`src/logic/isc_regs.vh`:
```
/*
  Register offsets, field positions, reset values and timing constants
  of the two-wire serial controller register block.
  Assumes inclusion by bare name from the design file.
*/
`ifndef ISC_REGS_VH
`define ISC_REGS_VH

// Register offsets (plain register port, byte addresses)
`define ISC_ADDR_COUNT      8'h52
`define ISC_ADDR_UNIT_CTL   8'h70
`define ISC_ADDR_XFER_CTL   8'h71
`define ISC_ADDR_DATA_STAT  8'h72
`define ISC_ADDR_PRESCALE   8'h73
`define ISC_ADDR_SCL_HIGH   8'h74
`define ISC_ADDR_SCL_LOW    8'h75
`define ISC_ADDR_DATA       8'h76
`define ISC_ADDR_OWN_ADDR   8'h18

// Serial unit control fields
`define ISC_UC_RX_DMA       7
`define ISC_UC_TX_DMA       6
`define ISC_UC_TWO_WIRE     5
`define ISC_UC_TEN_BIT      4
`define ISC_UC_LOOPBACK     3
`define ISC_UC_SYNC         2
`define ISC_UC_MASTER       1
`define ISC_UC_ENABLE       0
`define ISC_UC_RESET        8'h01

// Transfer control fields
`define ISC_TC_WORD         7
`define ISC_TC_REPEAT       6
`define ISC_TC_CLK_HI       5
`define ISC_TC_CLK_LO       4
`define ISC_TC_TRANSMIT     3
`define ISC_TC_START_BYTE   2
`define ISC_TC_STOP         1
`define ISC_TC_START        0

// Clock source codes
`define ISC_CLK_NONE        2'h0
`define ISC_CLK_AUX         2'h1

// Misc constants
`define ISC_ZERO8           8'h00
`define ISC_ZERO16          16'h0000
`define ISC_ONE8            8'h01
`define ISC_START_BYTE_VAL  8'h01
`define ISC_SCL_MIN_SET     8'h03
`define ISC_SCL_OFFSET      9'h002
`define ISC_OWN_ADDR_MASK   16'h007f

`endif

```
`src/logic/isc_ctrl.v`:
```
/*
  Register block and SCL timing engine of a two-wire serial controller.
  Holds control, status, data, count, prescaler, SCL period and own-address
  registers and drives the serial unit's command outputs.
  Assumes a byte-shift engine on the same clock reports bus events as
  one-cycle pulses and levels, and that pin levels reach it unsynchronised.
*/
// Chosen here: strobed register access and the address map.
// Functional notes
// - Transmit DMA select routes tx data via DMA, masks tx-ready enable.
// - With sync set, two-wire bit selects SPI (0) or I2C (1).
// - Ten-bit address select chooses 7-bit (0) or 10-bit (1) addressing.
// - Loopback feeds SDA back to receiver only as master transmitter.
// - Sync bit chooses UART (0) or SPI/I2C (1) operation.
// - Master select cleared by hardware on arbitration loss or generated STOP.
// - Enable bit resets to 1; cleared when I2C and sync first set.
// - Word mode: byte-wide data writes leave the data register unchanged.
// - Repeat mode 0 uses byte count; repeat mode 1 ignores it.
// - Clock source 00 none, 01 aux, 1x sub-main; arbitration loss uses SCL.
// - Transmit bit sets direction as master; slave uses address R/W bit.
// - Start-byte with START sends START plus 01h, no STOP, then clears.
// - START and STOP command bits clear once their condition is generated.
// - Clock-held-low flag shows slave stretching SCL while master.
// - Single-byte flag tells full word or lower byte only, word mode.
// - Underflow and overrun flags set by data starvation and overrun.
// - Bus busy set by START, cleared by STOP or enable low.
// - Byte count drives master counting; must be even in word mode.
// - Internal clock is input clock divided by prescaler plus one.
// - SCL high/low = (setting+2)*(prescaler+1), minimum 5 units.
// - Receive DMA select moves rx data via DMA, masks rx-ready enable.
`timescale 1ns/1ps
`default_nettype none
`include "isc_regs.vh"

module isc_ctrl #(
  parameter ADDR_W = 8
) (
  input  wire              clk_sys_i,
  input  wire              arst_n_i,
  // Register port
  input  wire [ADDR_W-1:0] reg_addr_i,
  input  wire [15:0]       reg_wdata_i,
  input  wire              reg_byte_wr_i,
  input  wire              reg_wr_i,
  input  wire              reg_rd_i,
  output reg  [15:0]       reg_rdata_o,
  // Clock sources (ticks on clk_sys_i)
  input  wire              aux_clk_tick_i,
  input  wire              sub_main_clock_tick_i,
  // Pins, raw
  input  wire              scl_pin_i,
  input  wire              sda_pin_i,
  // Shift engine events
  input  wire              start_seen_i,
  input  wire              stop_seen_i,
  input  wire              arb_lost_i,
  input  wire              start_done_i,
  input  wire              stop_done_i,
  input  wire              tx_starved_i,
  input  wire              rx_overrun_i,
  input  wire              rx_byte_i,
  input  wire              rx_word_i,
  input  wire [15:0]       rx_data_i,
  input  wire              engine_active_i,
  input  wire              tx_ready_irq_enable_i,
  input  wire              rx_ready_irq_enable_i,
  // Controls to engine
  output wire              i2c_mode_o,
  output wire              spi_mode_o,
  output wire              uart_mode_o,
  output wire              ten_bit_address_select_o,
  output wire              master_select_o,
  output wire              transmit_dir_o,
  output wire              loopback_o,
  output wire              start_req_o,
  output wire              stop_req_o,
  output wire              start_byte_req_o,
  output wire [7:0]        start_byte_o,
  output wire              count_active_o,
  output wire [7:0]        byte_count_o,
  output wire [15:0]       tx_data_o,
  output wire [15:0]       own_address_o,
  output wire              tx_dma_req_o,
  output wire              rx_dma_req_o,
  output wire              tx_irq_gate_o,
  output wire              rx_irq_gate_o,
  output wire              use_ext_scl_o,
  output reg               bit_tick_o,
  output reg               scl_out_o,
  output reg               scl_oe_n_o
);

  reg  [7:0]  serial_unit_control;
  reg  [7:0]  transfer_control;
  reg  [15:0] data_buffer;
  reg  [7:0]  byte_count;
  reg  [7:0]  clock_prescaler;
  reg  [7:0]  scl_high_period;
  reg  [7:0]  scl_low_period;
  reg  [6:0]  local_bus_address;
  reg         mode_seen;
  reg         clock_held_low_flag;
  reg         single_byte_flag;
  reg         tx_underflow_flag;
  reg         rx_overrun_flag;
  reg         bus_busy_flag;
  reg  [1:0]  scl_sync;
  reg  [1:0]  sda_sync;
  reg         arb_fallback;
  reg  [7:0]  psc_cnt;
  reg  [8:0]  phase_cnt;
  reg  [15:0] next_rdata;
  reg         src_tick;
  wire        module_enable;
  wire        wr_unit;
  wire        wr_xfer;
  wire [8:0]  high_units;
  wire [8:0]  low_units;

  assign module_enable = serial_unit_control[`ISC_UC_ENABLE];
  assign wr_unit = reg_wr_i && (reg_addr_i == `ISC_ADDR_UNIT_CTL);
  assign wr_xfer = reg_wr_i && (reg_addr_i == `ISC_ADDR_XFER_CTL);

  // Mode decode
  assign uart_mode_o  = ~serial_unit_control[`ISC_UC_SYNC];
  assign i2c_mode_o   = serial_unit_control[`ISC_UC_SYNC] &
                        serial_unit_control[`ISC_UC_TWO_WIRE];
  assign spi_mode_o   = serial_unit_control[`ISC_UC_SYNC] &
                        ~serial_unit_control[`ISC_UC_TWO_WIRE];
  assign ten_bit_address_select_o = serial_unit_control[`ISC_UC_TEN_BIT];
  assign master_select_o = serial_unit_control[`ISC_UC_MASTER];
  // Slave direction comes from the engine's address R/W bit
  assign transmit_dir_o = master_select_o & transfer_control[`ISC_TC_TRANSMIT];
  assign loopback_o = serial_unit_control[`ISC_UC_LOOPBACK] & transmit_dir_o;
  assign start_req_o = transfer_control[`ISC_TC_START] & module_enable;
  assign stop_req_o  = transfer_control[`ISC_TC_STOP] & module_enable;
  assign start_byte_req_o = transfer_control[`ISC_TC_START_BYTE] &
                            transfer_control[`ISC_TC_START] & master_select_o;
  assign start_byte_o = `ISC_START_BYTE_VAL;
  assign count_active_o = ~transfer_control[`ISC_TC_REPEAT] & master_select_o;
  assign byte_count_o = byte_count;
  assign tx_data_o = data_buffer;
  assign own_address_o = {9'h000, local_bus_address};
  // DMA select takes over the ready events and masks the ready enables
  assign tx_dma_req_o  = serial_unit_control[`ISC_UC_TX_DMA];
  assign rx_dma_req_o  = serial_unit_control[`ISC_UC_RX_DMA];
  assign tx_irq_gate_o = tx_ready_irq_enable_i & ~tx_dma_req_o;
  assign rx_irq_gate_o = rx_ready_irq_enable_i & ~rx_dma_req_o;
  assign use_ext_scl_o = arb_fallback;

  // Pin synchronisers; first stage read only by the second
  always @(posedge clk_sys_i or negedge arst_n_i) begin
    if (!arst_n_i) begin
      scl_sync <= 2'h3;
      sda_sync <= 2'h3;
    end else begin
      scl_sync <= {scl_sync[0], scl_pin_i};
      sda_sync <= {sda_sync[0], sda_pin_i};
    end
  end

  // Control registers; hardware clears win over software sets
  always @(posedge clk_sys_i or negedge arst_n_i) begin
    if (!arst_n_i) begin
      serial_unit_control <= `ISC_UC_RESET;
      transfer_control    <= `ISC_ZERO8;
      mode_seen           <= 1'b0;
      arb_fallback        <= 1'b0;
    end else begin
      if (wr_unit) begin
        serial_unit_control <= reg_wdata_i[7:0];
        // First entry into two-wire mode after reset drops the enable
        if (!mode_seen && reg_wdata_i[`ISC_UC_TWO_WIRE] &&
            reg_wdata_i[`ISC_UC_SYNC]) begin
          serial_unit_control[`ISC_UC_ENABLE] <= 1'b0;
          mode_seen <= 1'b1;
        end
      end
      if (arb_lost_i || stop_done_i)
        serial_unit_control[`ISC_UC_MASTER] <= 1'b0;
      if (arb_lost_i && master_select_o)
        arb_fallback <= 1'b1;
      else if (stop_seen_i || !module_enable)
        arb_fallback <= 1'b0;
      // Writes honoured only while disabled, commands excepted
      if (wr_xfer && !module_enable)
        transfer_control <= reg_wdata_i[7:0];
      else if (wr_xfer)
        transfer_control[`ISC_TC_START_BYTE:`ISC_TC_START] <=
          reg_wdata_i[`ISC_TC_START_BYTE:`ISC_TC_START];
      if (start_done_i) begin
        transfer_control[`ISC_TC_START]      <= 1'b0;
        transfer_control[`ISC_TC_START_BYTE] <= 1'b0;
      end
      if (stop_done_i)
        transfer_control[`ISC_TC_STOP] <= 1'b0;
    end
  end

  // Data, count, timing and address registers
  always @(posedge clk_sys_i or negedge arst_n_i) begin
    if (!arst_n_i) begin
      data_buffer       <= `ISC_ZERO16;
      byte_count        <= `ISC_ZERO8;
      clock_prescaler   <= `ISC_ZERO8;
      scl_high_period   <= `ISC_ZERO8;
      scl_low_period    <= `ISC_ZERO8;
      local_bus_address <= 7'h00;
    end else begin
      if (rx_byte_i || rx_word_i)
        data_buffer <= rx_data_i;
      else if (reg_wr_i && reg_addr_i == `ISC_ADDR_DATA) begin
        if (!transfer_control[`ISC_TC_WORD])
          data_buffer <= {8'h00, reg_wdata_i[7:0]};
        else if (!reg_byte_wr_i)
          data_buffer <= reg_wdata_i;
      end
      if (reg_wr_i && reg_addr_i == `ISC_ADDR_COUNT)
        byte_count <= reg_wdata_i[7:0];
      if (reg_wr_i && reg_addr_i == `ISC_ADDR_PRESCALE)
        clock_prescaler <= reg_wdata_i[7:0];
      if (reg_wr_i && reg_addr_i == `ISC_ADDR_SCL_HIGH && !module_enable)
        scl_high_period <= reg_wdata_i[7:0];
      if (reg_wr_i && reg_addr_i == `ISC_ADDR_SCL_LOW && !module_enable)
        scl_low_period <= reg_wdata_i[7:0];
      if (reg_wr_i && reg_addr_i == `ISC_ADDR_OWN_ADDR)
        local_bus_address <= reg_wdata_i[6:0];
    end
  end

  // Status flags: set by hardware, no software write path
  always @(posedge clk_sys_i or negedge arst_n_i) begin
    if (!arst_n_i) begin
      clock_held_low_flag <= 1'b0;
      single_byte_flag    <= 1'b0;
      tx_underflow_flag   <= 1'b0;
      rx_overrun_flag     <= 1'b0;
      bus_busy_flag       <= 1'b0;
    end else begin
      // SCL released by us yet low: a slave is stretching
      clock_held_low_flag <= master_select_o & scl_oe_n_o & ~scl_sync[1];
      if (rx_word_i)
        single_byte_flag <= 1'b0;
      else if (rx_byte_i)
        single_byte_flag <= transfer_control[`ISC_TC_WORD];
      // Set wins over the clear by disable
      if (tx_starved_i)
        tx_underflow_flag <= 1'b1;
      else if (!module_enable)
        tx_underflow_flag <= 1'b0;
      if (rx_overrun_i)
        rx_overrun_flag <= 1'b1;
      else if (!module_enable)
        rx_overrun_flag <= 1'b0;
      if (!module_enable || stop_seen_i)
        bus_busy_flag <= 1'b0;
      else if (start_seen_i)
        bus_busy_flag <= 1'b1;
    end
  end

  // Clock source selection
  always @* begin
    case (transfer_control[`ISC_TC_CLK_HI:`ISC_TC_CLK_LO])
      `ISC_CLK_NONE: src_tick = 1'b0;
      `ISC_CLK_AUX:  src_tick = aux_clk_tick_i;
      default:       src_tick = sub_main_clock_tick_i;
    endcase
  end

  // SCL periods in prescaled units, floor of five
  assign high_units = (scl_high_period < `ISC_SCL_MIN_SET) ?
                      ({1'b0, `ISC_SCL_MIN_SET} + `ISC_SCL_OFFSET) :
                      ({1'b0, scl_high_period} + `ISC_SCL_OFFSET);
  assign low_units  = (scl_low_period < `ISC_SCL_MIN_SET) ?
                      ({1'b0, `ISC_SCL_MIN_SET} + `ISC_SCL_OFFSET) :
                      ({1'b0, scl_low_period} + `ISC_SCL_OFFSET);

  // Prescaler and SCL generator; waits while a slave stretches SCL
  always @(posedge clk_sys_i or negedge arst_n_i) begin
    if (!arst_n_i) begin
      psc_cnt    <= `ISC_ZERO8;
      phase_cnt  <= 9'h000;
      bit_tick_o <= 1'b0;
      scl_out_o  <= 1'b0;
      scl_oe_n_o <= 1'b1;
    end else begin
      bit_tick_o <= 1'b0;
      scl_out_o  <= 1'b0;
      if (!module_enable || !master_select_o || arb_fallback) begin
        psc_cnt    <= `ISC_ZERO8;
        phase_cnt  <= 9'h000;
        scl_oe_n_o <= 1'b1;
      end else if (src_tick) begin
        if (psc_cnt >= clock_prescaler) begin
          psc_cnt    <= `ISC_ZERO8;
          bit_tick_o <= 1'b1;
          if (scl_oe_n_o && !scl_sync[1]) begin
            phase_cnt <= 9'h000;
          end else if (phase_cnt + 9'h001 >= (scl_oe_n_o ? high_units : low_units)) begin
            phase_cnt  <= 9'h000;
            scl_oe_n_o <= ~scl_oe_n_o;
          end else begin
            phase_cnt <= phase_cnt + 9'h001;
          end
        end else begin
          psc_cnt <= psc_cnt + `ISC_ONE8;
        end
      end
    end
  end

  // Read mux; unmapped addresses read zero
  always @* begin
    next_rdata = `ISC_ZERO16;
    case (reg_addr_i)
      `ISC_ADDR_UNIT_CTL:  next_rdata = {8'h00, serial_unit_control};
      `ISC_ADDR_XFER_CTL:  next_rdata = {8'h00, transfer_control};
      `ISC_ADDR_DATA_STAT: next_rdata = {10'h000, engine_active_i, clock_held_low_flag,
                                         single_byte_flag, tx_underflow_flag,
                                         rx_overrun_flag, bus_busy_flag};
      `ISC_ADDR_COUNT:     next_rdata = {8'h00, byte_count};
      `ISC_ADDR_PRESCALE:  next_rdata = {8'h00, clock_prescaler};
      `ISC_ADDR_SCL_HIGH:  next_rdata = {8'h00, scl_high_period};
      `ISC_ADDR_SCL_LOW:   next_rdata = {8'h00, scl_low_period};
      `ISC_ADDR_DATA:      next_rdata = transfer_control[`ISC_TC_WORD] ?
                                        data_buffer : {8'h00, data_buffer[7:0]};
      `ISC_ADDR_OWN_ADDR:  next_rdata = own_address_o;
      default:             next_rdata = `ISC_ZERO16;
    endcase
  end

  // Read data one cycle after the strobe, zero otherwise
  always @(posedge clk_sys_i or negedge arst_n_i) begin
    if (!arst_n_i)
      reg_rdata_o <= `ISC_ZERO16;
    else
      reg_rdata_o <= reg_rd_i ? next_rdata : `ISC_ZERO16;
  end

  // Sampled SDA is not used locally; engine takes loopback flag
  wire unused_sda = sda_sync[1];

endmodule // isc_ctrl
`default_nettype wire

```
`config.mk`:
```
export PLATFORM = sky130hd
export DESIGN_NAME = isc_ctrl
export DESIGN_NICKNAME = d
export VERILOG_FILES = /design/src/logic/isc_ctrl.v
export VERILOG_INCLUDE_DIRS = /design/src /design/src/logic
export SDC_FILE = /design/constraint.sdc
export NUM_CORES = 1
export LEC_CHECK = 0
export ABC_AREA = 1
export BUFFER_PORTS_ARGS = -buffer_cell sky130_fd_sc_hd__buf_2
export CAP_MARGIN = 20
export CORE_MARGIN = 5
export CORE_UTILIZATION = 50
export DETAILED_ROUTE_END_ITERATION = 16
export PLACE_DENSITY = 0.74
export SYNTH_ARGS = -nofsm -noshare
export SYNTH_HDL_FRONTEND = slang
export SYNTH_SLANG_ARGS = --single-unit
export TNS_END_PERCENT = 30
```
`constraint.sdc`:
```
create_clock -name clk_sys_i -period 2.5 [get_ports clk_sys_i]
set_input_delay 0.5 -clock clk_sys_i [delete_from_list [all_inputs] [get_ports clk_sys_i]]
set_output_delay 0.5 -clock clk_sys_i [all_outputs]
set_load 0.01 [all_outputs]
```
Word-level counts from Yosys, hierarchy flattened
Cells that the tools add are included.
{"block": "totals", "regBits": 115, "inputBits": 61, "word_cells": 149}
{"block": "op_classes", "addsub": 4, "n_lt_le_gt_ge": 4, "eq_ne": 14, "mux": 44, "bitwise_logic": 20, "n_reduce_logical": 39}
{"operator": "case mux 16 bit (9 select lines)", "n": 1}
{"operator": "two-way mux 16 bit", "n": 6}
{"operator": "two-way mux 9 bit", "n": 8}
{"operator": "equality test 8 x 7 -> 1 bit, second input constant", "n": 8}
{"operator": "two-way mux 8 bit", "n": 3}
{"operator": "two-way mux 1 bit", "n": 22}
{"operator": "adder 8 x 2 -> 9 bit, second input constant", "n": 2}
{"operator": "less-than comparator 8 x 2 -> 1 bit, second input constant", "n": 2}
{"operator": "nonzero test 2 bit", "n": 8}
{"operator": "logical AND 1 bit", "n": 15}
{"operator": "AND 1 bit", "n": 13}
{"operator": "adder 9 x 1 -> 9 bit, second input constant", "n": 1}
{"operator": "greater-or-equal comparator 9 bit", "n": 1}
{"operator": "adder 8 x 1 -> 8 bit, second input constant", "n": 1}
{"operator": "equality test 8 x 5 -> 1 bit, second input constant", "n": 1}
{"operator": "greater-or-equal comparator 8 bit", "n": 1}
{"operator": "inverter 1 bit", "n": 7}
{"operator": "two-way mux 3 bit", "n": 2}
{"operator": "!= test 2 bit, second input constant", "n": 3}
{"operator": "AND reduction 2 bit", "n": 3}
{"operator": "nonzero test 3 bit", "n": 2}
{"operator": "logical OR 1 bit", "n": 5}
{"operator": "zero test 1 bit", "n": 4}
{"operator": "AND reduction 4 bit", "n": 1}
{"operator": "5 further kinds", "n": 5}

Logic depth before layout (Yosys ltp)
Gate-level depths: netlist of run 1.
{"block": "logic_depth", "ltp_word": 9, "mapped_depth": 19, "depth_no_buf": 19}

Least setup slack after synthesis of run 1
No wires, ideal clock.
{"block": "synth_path", "path_kind": "register to register", "from": "register scl_oe_n_o", "to": "register phase_cnt[4]", "t_arrival_ns": 2.277, "required_ns": 2.435, "path_slack_ns": 0.158, "stages_incl_launch_ff": 15, "synth_period_minus_slack_ns": 2.342, "cell_sequence": "dfstp_2 clkbuf_1 inv_1 o32ai_1 inv_1 ha_1 nand2_1 nand2_1 nor2_1 nand2_1 nor2_1 nand3_1 nor2_4 nand2_1 nand2_1"}
{"block": "synth_via", "elab_chain_len": 7, "elab_cells_between_ends": 8, "cone_classes": "1 x order compare; 6 x mux; 1 x reduce/logical"}
{"element": "from (decl)", "line_no": "isc_ctrl.v:90", "rtl": "output reg scl_oe_n_o"}
{"element": "from (signal assigned)", "line_no": "isc_ctrl.v:302", "rtl": "scl_oe_n_o <= ~scl_oe_n_o;"}
{"element": "two-way mux 9 bit", "line_no": "isc_ctrl.v:300", "rtl": "end else if (phase_cnt + 9'h001 >= (scl_oe_n_o ? high_units : low_units)) begin"}
{"element": "greater-or-equal comparator 9 bit", "line_no": "isc_ctrl.v:300"}
{"element": "two-way mux 9 bit", "line_no": "isc_ctrl.v:300"}
{"element": "two-way mux 9 bit (*)", "line_no": "isc_ctrl.v:298", "rtl": "if (scl_oe_n_o && !scl_sync[1]) begin"}
{"element": "two-way mux 9 bit (*)", "line_no": "isc_ctrl.v:295", "rtl": "if (psc_cnt >= clock_prescaler) begin"}
{"element": "two-way mux 9 bit (*)", "line_no": "isc_ctrl.v:294", "rtl": "end else if (src_tick) begin"}
{"element": "two-way mux 9 bit (*)", "line_no": "isc_ctrl.v:290", "rtl": "if (!module_enable || !master_select_o || arb_fallback) begin"}
{"element": "to (signal assigned)", "line_no": "isc_ctrl.v:304", "rtl": "phase_cnt <= phase_cnt + 9'h001;"}
{"element": "to (decl)", "line_no": "isc_ctrl.v:111", "rtl": "reg [8:0] phase_cnt;"}
Every way passes the cells marked *; elsewhere a longest branch is shown, timed or not. The select of a mux whose other input is x is not followed.
A chain may end at the register's enable or synchronous reset.

Worst setup path after layout of run 1
{"block": "layout_path", "from": "register phase_cnt[1]", "to": "register phase_cnt[8]"}
{"block": "layout_via", "elab_chain_len": 7}
{"element": "adder 9 x 1 -> 9 bit (*)", "line_no": "isc_ctrl.v:300, isc_ctrl.v:304"}
{"element": "greater-or-equal comparator 9 bit", "line_no": "isc_ctrl.v:300"}
{"element": "two-way mux 9 bit (*)", "line_no": "isc_ctrl.v:300"}
{"element": "two-way mux 9 bit (*)", "line_no": "isc_ctrl.v:298"}
{"element": "two-way mux 9 bit (*)", "line_no": "isc_ctrl.v:295"}
{"element": "two-way mux 9 bit (*)", "line_no": "isc_ctrl.v:294"}
{"element": "two-way mux 9 bit (*)", "line_no": "isc_ctrl.v:290"}
Marked as above.

==> results.ini, run 1 <==
[die]
initial_utilization_pct=50.55
die_area_sq_um=15630
row_count=42
core-area_sq_um=13090
die_h_microns=125.0
die_w_microns=125.0
num_io_pins=144

[synthesis]
yosysTopAreaCell=dfrtp_1
ys.warnings.count=0
ys_seq_area_share_pct=43.59
synthTopCellsByArea=dfrtp_1 42%, nand2_1 11%, inv_1 6.0%
ys_seq_elements=115
async_flop_share_pct=100.0
synth_edf_count=0
synthCells=831
syn-cell-area_sq_um=6614
synth.avg_cell_area_sq_um=7.959
synth.distinct_cells=47
ys.flop_type=dfrtp_1
synth_top_area_share_pct=42.00

[critical_path]
crit_buf_inv=0
r2r_cells=15
end_kind=flop
rr_startpoint=phase_cnt[1]
crit_arrival_ns=2.79
critPathMostFrequentCell=nand2_1
worstPathRequired_ns=2.86
r2r_slack_ns=0.07
worst_setup_path_start_kind=flop
critPathMaxStageDelay_ns=0.37
path_max_fanout=5
path_class=reg2reg
cp_slowest_cell=dfrtp_1
critical_path.reg2reg.endpoint=phase_cnt[8]
path_delay_family=simple AND/OR/NAND/NOR gates
cp_cell_sequence=ha_2 > nand3_1 > nor2_2 > nand3_2 > xnor2_2 > ha_4 > nand2_1 > nand2_1 > nor2_1 > nand2_2 > nor2_4 > nand3_4 > nor2_4 > nand2_1 > nand2_1

[drt]
drt-initial-drc-count=487
drc=0
antenna_left=0
vias=6086
avgRoutedWirePerCell_microns=15.81
avgViaCountPerCell=5.206
drt_wl_total_mm=18.48
dr.pass1.iters=7

[pwr]
p_comb_share_pct=11.0
power_density_nw_per_um2=588.8
irDropWorstVdd_uv=454.1
seq_power_share_pct=41.9
sw_frac_of_total_pct=28.11
power_switching_w=0.001353
p_leak_nw=4.347
p_clk_share_pct=47.1
p_int_w=0.003461

[clock_tree]
cts-root-buf=clkbuf_16
htree_num_levels=4
cts_buffers=17
cts_tree=done
cts_buffer_depth=2
clock_sinks=115
clk_pin_slew_ns=0.06
insertion_delay_ns=0.42

[finish]
num_antenna_cells=0
multi_input_area_sq_um=3261
area_delta_synth_final_pct=23.63
drive_gt1_share_pct=26.69
fill_cells=1146
instances_no_fill=1169
final_core_util_pct=62.49
seqCellArea_sq_um=2888
final_net_count=1062

[global_routing]
antenna_found_initial=0
grt_pass1_wl_mm=29.81
grt_start_max_net_pins=62
grt_usage_pct=23.93
grt_pass1_vias=5972
grt.overflow.total=0

[min_path]
min_to=scl_sync[0]
min_from=scl_pin_i
hold_path_depth=1
hold_path.class=in2reg

[timing]
final-setup-viol-count=0
min_period_over_period_pct=97.22
tightestPinTransition_ns=0.7003
max_clock_freq_ghz=0.4114
slew_headroom_pct=53.26
drv_slew=0
setup_ws_ns=0.06949
finClkSkew_ns=0.008457
layout_min_cycle_time_ns=2.431
hold_viol=0
rsz0062_at_grt=true

[job]
drv_cap=0

[place]
dp_cells=1125
pre_cts_ws_ns=0.02984
dp_hpwl_mm=13.66
place.gp.congestion=0.9211
port_buffers=124

[outcome]
status=completed

[worst max path at each step]
| stage | startpoint | slack (ns) | to | cells after the start |
|---|---|---|---|---|
| global route | scl_high_period[1] | -0.16 | phase_cnt[2] | 18 |
| finish | phase_cnt[1] | 0.07 | phase_cnt[8] | 15 |
| floorplan | scl_oe_n_o | 0.16 | phase_cnt[4] | 14 |
| detailed placement | scl_high_period[1] | 0.03 | phase_cnt[8] | 15 |
| CTS | scl_high_period[3] | 0.02 | phase_cnt[5] | 15 |
| global placement | phase_cnt[1] | 0.12 | phase_cnt[0] | 15 |
[cell type report]
| cell class | count | area share (%) |
|---|---|---|
| Clock buffer | 18 | 5.371 |
| Tap cell | 176 | 2.693 |
| Inverter | 108 | 4.958 |
| Clock inverter | 14 | 1.438 |
| Multi-Input combinational cell | 589 | 39.88 |
| Timing Repair Buffer | 149 | 10.34 |
| Sequential cell | 115 | 35.32 |
[layout by cell type, fill, tap and decap left out, drive strengths merged, types with 2 or more instances in the layout]
| master | instances |
|---|---|
| nand3b | 8 |
| o22ai | 6 |
| ha | 21 |
| o21ai | 70 |
| nand2 | 202 |
| nand4 | 19 |
| a21oi | 23 |
| clkbuf | 18 |
| o21bai | 4 |
| xor2 | 12 |
| xnor2 | 3 |
| conb | 18 |
| clkinv | 5 |
| a31oi | 2 |
| o211ai | 2 |
| o21a | 9 |
| nand3 | 71 |
| nor3b | 2 |
| dfstp | 4 |
| buf | 148 |
| nor2 | 101 |
| nor3 | 7 |
| inv | 115 |
| clkinvlp | 2 |
| dfrtp | 111 |
[cell families after synthesis]
family	after synthesis	synth area share, %
buf+inv	144	10.33
xor+xnor	15	1.986
other cells	2	0.1135
simple gates	413	28.98
flops	115	43.59
fa+ha+maj	21	3.973
compound gates	121	11.03
[routing by layer]
metal  vias to the layer above  global-route usage, %  share of wire, %
met4                         0                  7.781               2.3
met5                         -                      0                 0
met3                        32                  8.273               7.9
met2                       241                  39.04                48
met1                      2862                  30.04                42
li1                       2951                      -                 -
[synthesized netlist by cell type (2+ instances only)]
| cell | n |
|---|---|
| nand3_1 | 70 |
| inv_1 | 106 |
| nor2_2 | 3 |
| nor2_4 | 5 |
| nor2_1 | 91 |
| a31oi_1 | 2 |
| o22ai_1 | 6 |
| o21bai_1 | 4 |
| clkbuf_1 | 4 |
| nor3b_1 | 2 |
| nand3b_1 | 8 |
| buf_6 | 6 |
| nand2_1 | 192 |
| nand2_2 | 6 |
| nor3_1 | 3 |
| a21oi_1 | 23 |
| o21ai_0 | 54 |
| inv_2 | 2 |
| dfrtp_1 | 111 |
| buf_4 | 22 |
| nand4_1 | 17 |
| nor3_4 | 3 |
| xnor2_1 | 3 |
| nand2_4 | 4 |
| o21ai_2 | 16 |
| o211ai_1 | 2 |
| dfstp_2 | 4 |
| buf_2 | 3 |
| xor2_1 | 12 |
| ha_1 | 21 |
| o21a_1 | 9 |
| conb_1 | 2 |
[power groups by stage]
stage / clock (W) / sequential [W] / combinational, W
after floorplan: 0 / 0.00205 / 0.000264
after global placement: 0 / 0.00205 / 0.000486
after detailed placement: 0 / 0.00205 / 0.000495
after CTS: 0.00229 / 0.00202 / 0.000500
after global routing: 0.00239 / 0.00203 / 0.000593
final: 0.00227 / 0.00202 / 0.000527
[metrics by stage]
step / setup TNS [ns] / instance area (sq um) / hold WS (ns) / power [W]
after floorplan: 0 / 6674 / 0.2044 / 0.002317
after global placement: 0 / 7370 / 0.3485 / 0.002532
after detailed placement: 0 / 7370 / 0.3479 / 0.002542
after CTS: 0 / 7956 / 0.1644 / 0.004809
after global routing: -1.138 / 8177 / 0.1620 / 0.005010
final: 0 / 8177 / 0.1736 / 0.004814
[worst register-to-register path: stages, from the launching register on]
cell,delay (ns)
dfrtp_1,0.37
ha_2,0.21
nand3_1,0.13
nor2_2,0.17
nand3_2,0.10
xnor2_2,0.21
ha_4,0.25
nand2_1,0.08
nand2_1,0.05
nor2_1,0.13
nand2_2,0.08
nor2_4,0.14
nand3_4,0.11
nor2_4,0.21
nand2_1,0.09
nand2_1,0.06
[what timing repair did]
action	in CTS	in global routing
cloned	1	0
resized for setup	4	40
hold endpoints to repair	21	0
setup buffers	0	10
endpoints found under the setup margin	9	10
hold buffers	1	0
pin swaps	1	20
Power figures use the tool's default switching activity.
==> run 2, diff against run 1 <==
CORE_UTILIZATION = 40   (was 50)
PLACE_DENSITY = unset   (was 0.74)
==> run 2 against run 1 <==
Effect of this change:
- non-clock buffer count is 1 higher
- die area is 23% higher
- worst hold slack worse by 0.16 ns
- final cell count is 3.8% higher
- count of clock-buffer cells in the layout stayed put
- largest cell class unchanged
- highest routed layer unchanged
==> results.ini, run 2 (synthesis results as in run 1) <==
[timing]
slew_headroom_pct=58.49  ; +5.2 points
tns_ns=0  ; unchanged
hold_viol=0  ; unchanged
tightestPinTransition_ns=0.6220  ; -0.07832 ns
final-setup-viol-count=0  ; unchanged
hold_slack_ns=0.01130  ; -0.1623 ns
drv_slew=0  ; unchanged
min_period_over_period_pct=93.64  ; -3.6 points
finClkSkew_ns=0.01051  ; +0.002056 ns
max_clock_freq_ghz=0.4272  ; +3.8%
layout_min_cycle_time_ns=2.341  ; -0.08958 ns

[finish]
num_antenna_cells=0  ; unchanged
multi_input_area_sq_um=3261  ; unchanged
layout_commonest_cell=nand2_1
final_cell_mix=189 x nand2_1, 123 x buf_2, 107 x dfrtp_1, 104 x inv_1, 85 x nor2_1
final_net_count=1063  ; +0.094%
area_delta_synth_final_pct=25.09
drive_gt1_share_pct=26.46  ; -0.23 points
fill_cells=1616  ; +41%
seqCellArea_sq_um=2888  ; unchanged

[critical_path]
crit_arrival_ns=2.70  ; -0.09 ns
crit_buf_inv=1  ; +1
critical_path.reg2reg.endpoint=phase_cnt[4]
path_max_fanout=4  ; -1
critPathMaxStageDelay_ns=0.41  ; +0.04 ns
end_kind=flop
critPathMostFrequentCell=nand2_1
r2r_slack_ns=0.16  ; +0.09 ns
cp_slowest_cell=dfrtp_1
r2r_cells=16  ; +1
cp_cell_sequence=buf_6 > nand3_4 > nor2_4 > nand3_2 > nor3b_2 > a31oi_1 > ha_1 > nand2_1 > nand2_1 > nand2_1 > nand2_1 > nor2_2 > nand3_2 > nor2_2 > nand2_1 > nand2_1
rr_startpoint=scl_low_period[2]
path_delay_family=simple AND/OR/NAND/NOR gates
worstPathRequired_ns=2.86  ; about the same
worst_setup_path_start_kind=flop
path_class=reg2reg

[place]
port_buffers=124  ; unchanged
place.gp.congestion=0.8664  ; -5.9%
dp_hpwl_mm=14.40  ; +5.4%

[clock_tree]
htree_num_levels=4  ; unchanged
cts_buffer_depth=2  ; unchanged
cts_tree=done
cts_buffers=17  ; unchanged
clock_sinks=115  ; unchanged
insertion_delay_ns=0.42  ; about the same
cts-root-buf=clkbuf_16
clk_pin_slew_ns=0.06  ; about the same

[die]
initial_utilization_pct=40.31  ; -10 points
core-area_sq_um=16410  ; +25%
num_io_pins=144  ; unchanged
die_w_microns=138.6  ; +11%
die_h_microns=138.6  ; +11%
die_area_sq_um=19210  ; +23%
row_count=47  ; +12%

[drt]
avgViaCountPerCell=4.873  ; -6.4%
dr.pass1.iters=4  ; -3
drt_wl_total_mm=19.05  ; +3.1%
vias=5916  ; -2.8%
drc=0  ; unchanged
drt-initial-drc-count=365  ; -25%
avgRoutedWirePerCell_microns=15.69  ; -0.74%
antenna_left=0  ; unchanged

[outcome]
status=completed

[global_routing]
antenna_found_initial=0  ; unchanged
grt_usage_pct=20.06  ; -3.9 points
grt.overflow.total=0  ; unchanged
grt_start_max_net_pins=53  ; -15%
grt_pass1_vias=5869  ; -1.7%
grt_pass1_wl_mm=30.89  ; +3.6%

[job]
drv_cap=0  ; unchanged

[pwr]
p_leak_nw=4.349  ; about the same
power_density_nw_per_um2=607.2  ; +3.1%
irDropWorstVdd_uv=478.8  ; +5.4%
power_w=0.005024  ; +4.4%

[min_path]
hold_path.class=in2async

## run 2: final cells by class
cell class                 instances  share of cell area (%)
sequential                       115                   34.91
clock inverter                    14                   2.042
inverter                         108                   4.900
timing repair buffer             150                   10.10
tap                              220                   3.327
multi-input combinational        589                   39.41
clock buffer                      18                   5.309
## run 2: what timing repair did
item,CTS,global route
setup endpoints to repair,7,10
hold endpoints to repair,0,0
hold buffers,0,0
resized for setup,0,40
cloned,0,1
pin swaps,1,19
setup buffers,0,12
## run 2: how the worst max path moves through the flow
stage | start | end | slack, ns | depth (start not counted)
6_report | scl_low_period[2] | phase_cnt[4] | 0.16 | 16
5_1_grt | scl_low_period[1] | phase_cnt[8] | -0.02 | 16
3_5_place_dp | scl_low_period[1] | phase_cnt[2] | -0.02 | 14
3_3_place_gp | scl_low_period[1] | phase_cnt[0] | 0.03 | 16
4_1_cts | scl_low_period[1] | phase_cnt[2] | 0.008 | 14
2_1_floorplan | scl_oe_n_o | phase_cnt[4] | 0.16 | 14
## run 2: through the flow
| stage | utilization (%) | instance area (sq um) | worst slack [ns] | instances |
|---|---|---|---|---|
| finish | 50.42 | 8273 | 0.1591 | 1214 |
| global route | 50.42 | 8273 | -0.02390 | 1214 |
| CTS | 48.88 | 8020 | 0.008160 | 1201 |
| detailed placement | 45.18 | 7412 | -0.02173 | 1169 |
| global placement | 45.18 | 7412 | 0.02781 | 1169 |
| floorplan | - | 6674 | 0.1578 | 847 |
## run 2: layer usage
layer / wire length (microns) / part of all wire (%) / up-vias / global-route usage, %
met1: 8572 / 45 / 2732 / 26.63
met2: 8767 / 46 / 198 / 31.50
met3: 1375 / 7.2 / 25 / 6.310
li1: - / - / 2961 / -
met4: 331 / 1.7 / 0 / 6.240
met5: 0 / 0 / - / 0
## run 2: power by group
group,switching (W),internal (W),leakage (nW)
combinational,0.000327,0.000188,2.59
clock,0.000963,0.00152,0.289
sequential,0.0000770,0.00195,1.47
